--- config.mk ---
export PLATFORM = sky130hd
export DESIGN_NAME = osc_counter
export DESIGN_NICKNAME = d
export VERILOG_FILES = /design/src/osc_counter.v
export VERILOG_INCLUDE_DIRS = /design/src /design/src/src
export SDC_FILE = /design/constraint.sdc
export NUM_CORES = 1
export LEC_CHECK = 0
export ABC_AREA = 1
export BUFFER_PORTS_ARGS = -buffer_cell sky130_fd_sc_hd__buf_4
export CAP_MARGIN = 15
export CORE_MARGIN = 3
export CORE_UTILIZATION = 50
export DETAILED_ROUTE_END_ITERATION = 8
export PLACE_DENSITY = 0.67
export RECOVER_POWER = 50
export SLEW_MARGIN = 30
export SYNTH_ARGS = -nofsm -noshare
export SYNTH_HDL_FRONTEND = slang
export SYNTH_SLANG_ARGS = --single-unit
--- constraint.sdc ---
create_clock -name clk_i -period 7.4 [get_ports clk_i]
set_input_delay 1.85 -clock clk_i [delete_from_list [all_inputs] [get_ports clk_i]]
set_output_delay 1.85 -clock clk_i [all_outputs]
set_load 0.03 [all_outputs]
--- src/osc_defs.vh ---
// constants for the occlusion sample counter
`ifndef OSC_DEFS_VH
`define OSC_DEFS_VH
// command opcodes on cmd_op_i
`define OSC_OP_BEGIN 3'h1
`define OSC_OP_END 3'h2
`define OSC_OP_ALLOC 3'h3
`define OSC_OP_RELEASE 3'h4
// depth compare functions on depth_func_i
`define OSC_DF_NEVER 3'h0
`define OSC_DF_LESS 3'h1
`define OSC_DF_EQUAL 3'h2
`define OSC_DF_LEQUAL 3'h3
`define OSC_DF_GREATER 3'h4
`define OSC_DF_NOTEQUAL 3'h5
`define OSC_DF_GEQUAL 3'h6
`define OSC_DF_ALWAYS 3'h7
// reserved query name
`define OSC_NAME_NONE 4'h0
`endif

--- src/osc_counter.v ---
// occlusion sample counter: query names, objects, depth pass counting
// ****************************************************************
// Functional notes
// begin clears count, sets active, records name
// end copies count, result unavailable, deactivates
// begin on unused name creates object
// begin errors: zero, already active, busy
// end without active query is error
// count only depth-passing fragments while active
// single sample mode adds one
// multisample adds covered sample count
// option: add samples per pixel if covered
// counter saturates at all ones
// allocate hands out unused names, no object
// new object result starts at zero
// name zero reserved, never handed out
// release deletes objects, ignores unused names
// allocate or release while active errors
// depth pass from compare or bypass
// commands and fragments handled in order
// ****************************************************************
`default_nettype none
`include "osc_defs.vh"
module osc_counter #(
   parameter NAME_W = 4,       // query name width
   parameter CNT_W = 32,       // samples-passed counter width
   parameter SAMPLES = 4,      // samples per pixel
   parameter DEPTH_W = 24,     // depth value width
   parameter WHOLE_PIXEL = 0   // 1 selects the whole-pixel add option
) (
   // clock and reset
   input wire clk_i,
   input wire rst_n_i,
   // command stream
   input wire cmd_valid_i,
   input wire [2:0] cmd_op_i,
   input wire [NAME_W-1:0] cmd_name_i,
   // fragment stream from the depth stage
   input wire frag_valid_i,
   input wire [DEPTH_W-1:0] frag_z_i,
   input wire [DEPTH_W-1:0] stored_z_i,
   input wire [SAMPLES-1:0] frag_cover_i,
   // configuration
   input wire depth_test_en_i,
   input wire depth_buffer_present_i,
   input wire [2:0] depth_func_i,
   input wire multisample_buffer_count_i,
   // result readout, combinational lookup
   input wire [NAME_W-1:0] rd_name_i,
   output wire [CNT_W-1:0] rd_result_o,
   output wire rd_available_o,
   output wire rd_exists_o,
   // allocated name answer
   output reg alloc_valid_o,
   output reg [NAME_W-1:0] alloc_name_o,
   output reg alloc_fail_o,
   // status
   output reg query_active_o,
   output reg [NAME_W-1:0] active_name_o,
   output reg [CNT_W-1:0] sample_count_o,
   output reg depth_pass_o,
   output reg illegal_operation_error_o
);
   localparam NUM = 1 << NAME_W;
   localparam SC_W = $clog2(SAMPLES + 1);
   // samples per pixel held at adder width, so no bits are dropped silently
   localparam [SC_W-1:0] SAMPLES_N = SAMPLES;
   // per-name state
   reg [NUM-1:0] used;            // name marked used
   reg [NUM-1:0] exists;          // object created
   reg [NUM-1:0] avail;           // result available
   reg [CNT_W-1:0] result [0:NUM-1];
   // result available is never raised: readback completion is not modelled,
   // so a user must not wait on it
   // ****************************************************************
   // depth test
   // ****************************************************************
   // compare codes follow the depth_func_i encoding of the header
   reg cmp;
   always @* begin
      case (depth_func_i)
         `OSC_DF_NEVER: cmp = 1'b0;
         `OSC_DF_LESS: cmp = frag_z_i < stored_z_i;
         `OSC_DF_EQUAL: cmp = frag_z_i == stored_z_i;
         `OSC_DF_LEQUAL: cmp = frag_z_i <= stored_z_i;
         `OSC_DF_GREATER: cmp = frag_z_i > stored_z_i;
         `OSC_DF_NOTEQUAL: cmp = frag_z_i != stored_z_i;
         `OSC_DF_GEQUAL: cmp = frag_z_i >= stored_z_i;
         default: cmp = 1'b1;
      endcase
   end
   // bypass when disabled or absent
   wire pass = cmp | ~depth_test_en_i | ~depth_buffer_present_i;
   // ****************************************************************
   // increment amount
   // ****************************************************************
   reg [SC_W-1:0] pop;
   integer k;
   // popcount of covered samples
   always @* begin
      pop = {SC_W{1'b0}};
      for (k = 0; k < SAMPLES; k = k + 1) begin
         pop = pop + {{(SC_W-1){1'b0}}, frag_cover_i[k]};
      end
   end
   reg [SC_W-1:0] inc;
   always @* begin
      if (!multisample_buffer_count_i) begin
         inc = {{(SC_W-1){1'b0}}, 1'b1};
      end else if (WHOLE_PIXEL != 0) begin
         inc = (|frag_cover_i) ? SAMPLES_N : {SC_W{1'b0}};
      end else begin
         inc = pop;
      end
   end
   // saturating sum; wider by one bit to see the overflow
   wire [CNT_W:0] sum = {1'b0, sample_count_o} + {{(CNT_W+1-SC_W){1'b0}}, inc};
   wire [CNT_W-1:0] sat = sum[CNT_W] ? {CNT_W{1'b1}} : sum[CNT_W-1:0];
   // ****************************************************************
   // free name search, lowest nonzero unused name
   // ****************************************************************
   reg [NAME_W-1:0] free_name;
   reg free_found;
   integer j;
   always @* begin
      free_name = `OSC_NAME_NONE;
      free_found = 1'b0;
      // stop at one so zero is never offered
      for (j = NUM - 1; j >= 1; j = j - 1) begin
         if (!used[j]) begin
            free_name = j[NAME_W-1:0];
            free_found = 1'b1;
         end
      end
   end
   // ****************************************************************
   // command decode
   // ****************************************************************
   // one command per cycle, decoded once and shared by all entries
   wire is_begin = cmd_valid_i && (cmd_op_i == `OSC_OP_BEGIN);
   wire is_end = cmd_valid_i && (cmd_op_i == `OSC_OP_END);
   wire is_alloc = cmd_valid_i && (cmd_op_i == `OSC_OP_ALLOC);
   wire is_rel = cmd_valid_i && (cmd_op_i == `OSC_OP_RELEASE);
   // only one target exists, so "same target" and "any" coincide
   wire begin_bad = (cmd_name_i == `OSC_NAME_NONE) || query_active_o;
   wire begin_ok = is_begin && !begin_bad;
   wire end_bad = is_end && !query_active_o;
   wire mgmt_bad = (is_alloc || is_rel) && query_active_o;
   // ****************************************************************
   // per-name state, one generate entry per name
   // ****************************************************************
   genvar g;
   generate
      for (g = 0; g < NUM; g = g + 1) begin : g_obj
         always @(posedge clk_i or negedge rst_n_i) begin
            if (!rst_n_i) begin
               used[g] <= 1'b0;
               exists[g] <= 1'b0;
               avail[g] <= 1'b0;
               result[g] <= {CNT_W{1'b0}};
            end else if (begin_ok && cmd_name_i == g) begin
               used[g] <= 1'b1;
               if (!exists[g]) begin
                  exists[g] <= 1'b1;
                  result[g] <= {CNT_W{1'b0}};
                  avail[g] <= 1'b0;
               end
            end else if (is_end && query_active_o && active_name_o == g) begin
               // a fragment in this same cycle still lands in the copy
               result[g] <= (frag_valid_i && pass) ? sat : sample_count_o;
               avail[g] <= 1'b0;
            end else if (is_alloc && !query_active_o && free_found && free_name == g) begin
               used[g] <= 1'b1;
            end else if (is_rel && !query_active_o && cmd_name_i == g && g != 0) begin
               // unused names fall through untouched
               used[g] <= 1'b0;
               exists[g] <= 1'b0;
               result[g] <= {CNT_W{1'b0}};
            end
         end
      end
   endgenerate
   // readout is a plain mux over the state registers
   assign rd_result_o = result[rd_name_i];
   assign rd_available_o = avail[rd_name_i];
   assign rd_exists_o = exists[rd_name_i];
   // ****************************************************************
   // active query, counter, answers
   // ****************************************************************
   always @(posedge clk_i or negedge rst_n_i) begin
      if (!rst_n_i) begin
         query_active_o <= 1'b0;
         active_name_o <= `OSC_NAME_NONE;
         sample_count_o <= {CNT_W{1'b0}};
         depth_pass_o <= 1'b0;
         illegal_operation_error_o <= 1'b0;
         alloc_valid_o <= 1'b0;
         alloc_name_o <= `OSC_NAME_NONE;
         alloc_fail_o <= 1'b0;
      end else begin
         depth_pass_o <= frag_valid_i && pass;
         illegal_operation_error_o <= (is_begin && begin_bad) || end_bad || mgmt_bad;
         // no answer is raised on an empty pool, so zero is never offered
         alloc_valid_o <= is_alloc && !query_active_o && free_found;
         alloc_name_o <= (is_alloc && !query_active_o) ? free_name : `OSC_NAME_NONE;
         alloc_fail_o <= is_alloc && !query_active_o && !free_found;
         if (begin_ok) begin
            // fragment in the begin cycle belongs before the begin
            query_active_o <= 1'b1;
            active_name_o <= cmd_name_i;
            sample_count_o <= {CNT_W{1'b0}};
         end else if (is_end && query_active_o) begin
            query_active_o <= 1'b0;
            active_name_o <= `OSC_NAME_NONE;
            // keep the live count in step with the copied result
            if (frag_valid_i && pass) begin
               sample_count_o <= sat;
            end
         end else if (query_active_o && frag_valid_i && pass) begin
            sample_count_o <= sat;
         end
      end
   end
endmodule
`default_nettype wire

==> metrics <==
Via Count between 20,000 and 30,000; count of final hold-check violations 0; Sequential Area ~15,000 µm²; final max-slew violation count between 60 and 70; Die X around 250 µm; Worst slew margin -180%; area post-placement 31,500 µm²; sequential area share after synthesis 49.2%; routed wire length 98,400 µm; status complete, but fails checks; CTS Sinks 588; share of cells above drive strength 1 roughly an eighth; largest cells by area after synthesis dfrtp_1 (49%), nand2_1 (10%), o21ai_0 (8.1%); # resized after CTS 0; Arr. time, crit path slightly below 4000 ps; Cells after Synth between 3,000 and 4,000; Setup Crit Path Kind in2out; number of H-tree levels 3; CTS Buf Count 66; CTS clk-pin slew, worst paths around 60 ps; dpl hpwl between 50,000 and 60,000 µm; cts hold-fix bufs 0; area share of the largest cell type after synthesis about half; P_leak 0.0152 µW; setup total negative slack 0 ps; setup violators final 0; Non-Filler Instances approximately 4,400; Die Y approximately 250 µm; CP Launch Type primary input; Peak Freq roughly 0.17 GHz; Worst Path Max Fanout 39; worst skew pair latency just over 600 ps; skew final roughly 24 ps; WP data required ~5600 ps; die area 62,700 µm²; Worst path max stage delay between 500 and 600 ps; register bit total from synthesis 588; antenna-violating nets left 0; initial core utilization between 50% and 60%; CTS Root Cell clkbuf_16; area leader, netlist dfrtp_1; Reg2Reg Depth 12; Post-synth EDFFs 0; Yosys cell types between 40 and 50; Area growth, synth to finish 12.2%; FILL cells about 5,300; Final GP Congestion 0.914; GRT Total Usage 30.9%; Post-Syn Area per Cell 8.31 µm²; max-cap violations 1; Least-Margin Pin Slew 4200 ps; Finished Core Util approximately 57%; row count approximately 90; vias in the first global route about 25,000; postcts setup bufs 0; Vias/cell ~6.0; net count after synthesis 3,701; Multi-input gate area roughly 13,000 µm²; initial antenna violation count 0; CTS tree done; placed cells ~4,300; RSZ-0062 raised after global routing no; first-pass GRT wire length ~150,000 µm; Layout Nets 3,710; IR drop worst, VDD about 0.00024 V; Cell Pwr Density roughly 280 nW/µm²; CP Cell Sequence buf_8 -> inv_2 -> buf_4 -> o21ai_0 -> o221ai_1 -> nand3_1 -> nand2_1 -> buf_4; Hold Path Cell Cnt 0; wire per inst ~22 µm; core area just under 60,000 µm²; fin crit period between 5000 and 6000 ps; worst hold path class reg2reg; PortBufs 150; Clock Path Buffers 3; largest net degree at the start of global routing ~170; most numerous cell in the Yosys netlist nand2_1; slowest CP cell inv_2; fin crit share 78.0%; CP Capture Type primary output; post-route cell area around 34,000 µm²; CP most frequent cell buf_4; Synth Flop Type dfrtp_1; asr flop ratio synth 100%; Yosys warning total 0; grt total ovfl 0; drt pass-1 iters 8; failing checks capacitance limit, slew limit; Residual DRC 0; DRT iter0 DRCs roughly 3,000; Synth top cells by count nand2_1 (823), dfrtp_1 (588), o21ai_0 (483), inv_1 (251), nor2_1 (239); io pins 152; Mapped Area about 30,000 µm²
[final timing paths]
check | startpoint | slack, ps | endpoint
max | rd_name_i[0] | 1630 | rd_result_o[0]
min in group asynchronous | rst_n_i | 2720 | result[481]
min reg2reg | exists[0] | 380 | exists[0]
max reg2reg | query_active_o | 3670 | result[407]
min | exists[0] | 380 | exists[0]
max in group asynchronous | rst_n_i | 2330 | result[223]
[through the flow]
step	total power, µW	setup slack, ps	hold slack, ps
after floorplan	5560	2130	430
after global placement	6280	1770	395
after detailed placement	6310	1720	369
after CTS	9540	1720	384
after global routing	9960	1500	396
final	9520	1630	380
[logic make-up after synthesis]
family	Yosys count	share of synthesized area, %
DFF	588	49.2
buffers and inverters	522	7.34
muxes	93	3.12
AOI/OAI and AO/OA	1019	19.9
adders and majority gates	31	1.35
and+or+nand+nor	1327	18.6
other	1	0.0125
xor gates and xnor gates	16	0.469
[power breakdown]
group / switching [µW] / leakage, µW / total (µW) / internal, µW
Combinational: 1610 / 0.00608 / 2330 / 728
Clock: 1340 / 0.00104 / 3240 / 1900
Sequential: 353 / 0.00807 / 3950 / 3600
[cell usage in the layout, fill, tap and decap left out, types with 7 or more instances in the layout]
| cell | instances |
|---|---|
| o21ai_2 | 108 |
| mux2i_1 | 93 |
| o211ai_1 | 100 |
| nand3_1 | 177 |
| ha_1 | 29 |
| buf_4 | 174 |
| clkbuf_16 | 68 |
| and2_4 | 32 |
| o21ai_0 | 483 |
| clkinv_2 | 7 |
| o21ai_1 | 145 |
| buf_12 | 9 |
| o21bai_1 | 10 |
| inv_1 | 238 |
| a21oi_1 | 112 |
| o21ai_4 | 8 |
| dfrtp_1 | 588 |
| o221ai_1 | 36 |
| nand2_1 | 821 |
| clkbuf_1 | 29 |
| xnor2_1 | 9 |
| inv_2 | 14 |
| nor4_1 | 7 |
| clkbuf_8 | 14 |
| nor2_1 | 238 |
| xor2_1 | 7 |
| nor3_1 | 9 |
| nand4_1 | 8 |
[sequential cells by signal, indices dropped and copies added (netlist names)]
name	flops
alloc_valid_o	1
exists	16
result	512
query_active_o	1
alloc_name_o	4
active_name_o	4
depth_pass_o	1
alloc_fail_o	1
used	15
illegal_operation_error_o	1
sample_count_o	32
[per-layer routing]
metal	global-route usage [%]	part of all wire (%)	vias to the layer above
met5	0	0	-
met4	11.5	3.8	0
met3	4.93	8.6	233
met2	48.6	46	1185
met1	43.4	42	12900
li1	-	-	12000
[critical path: cells and delay by family]
family / cells / cell delay, ps
buffers and inverters: 4 / 1320
AO/OA/AOI/OAI: 2 / 370
AND/OR/NAND/NOR: 2 / 310
[cell type report]
class	instances	area share [%]
Sequential cell	588	43.9
Clock buffer	96	5.80
Clock inverter	14	0.470
Multi-Input combinational cell	2487	39.3
Antenna cell	1	0.00746
Tap cell	765	2.85
Timing Repair Buffer	201	4.75
Inverter	262	2.96
(Power assumes the default switching activity.)
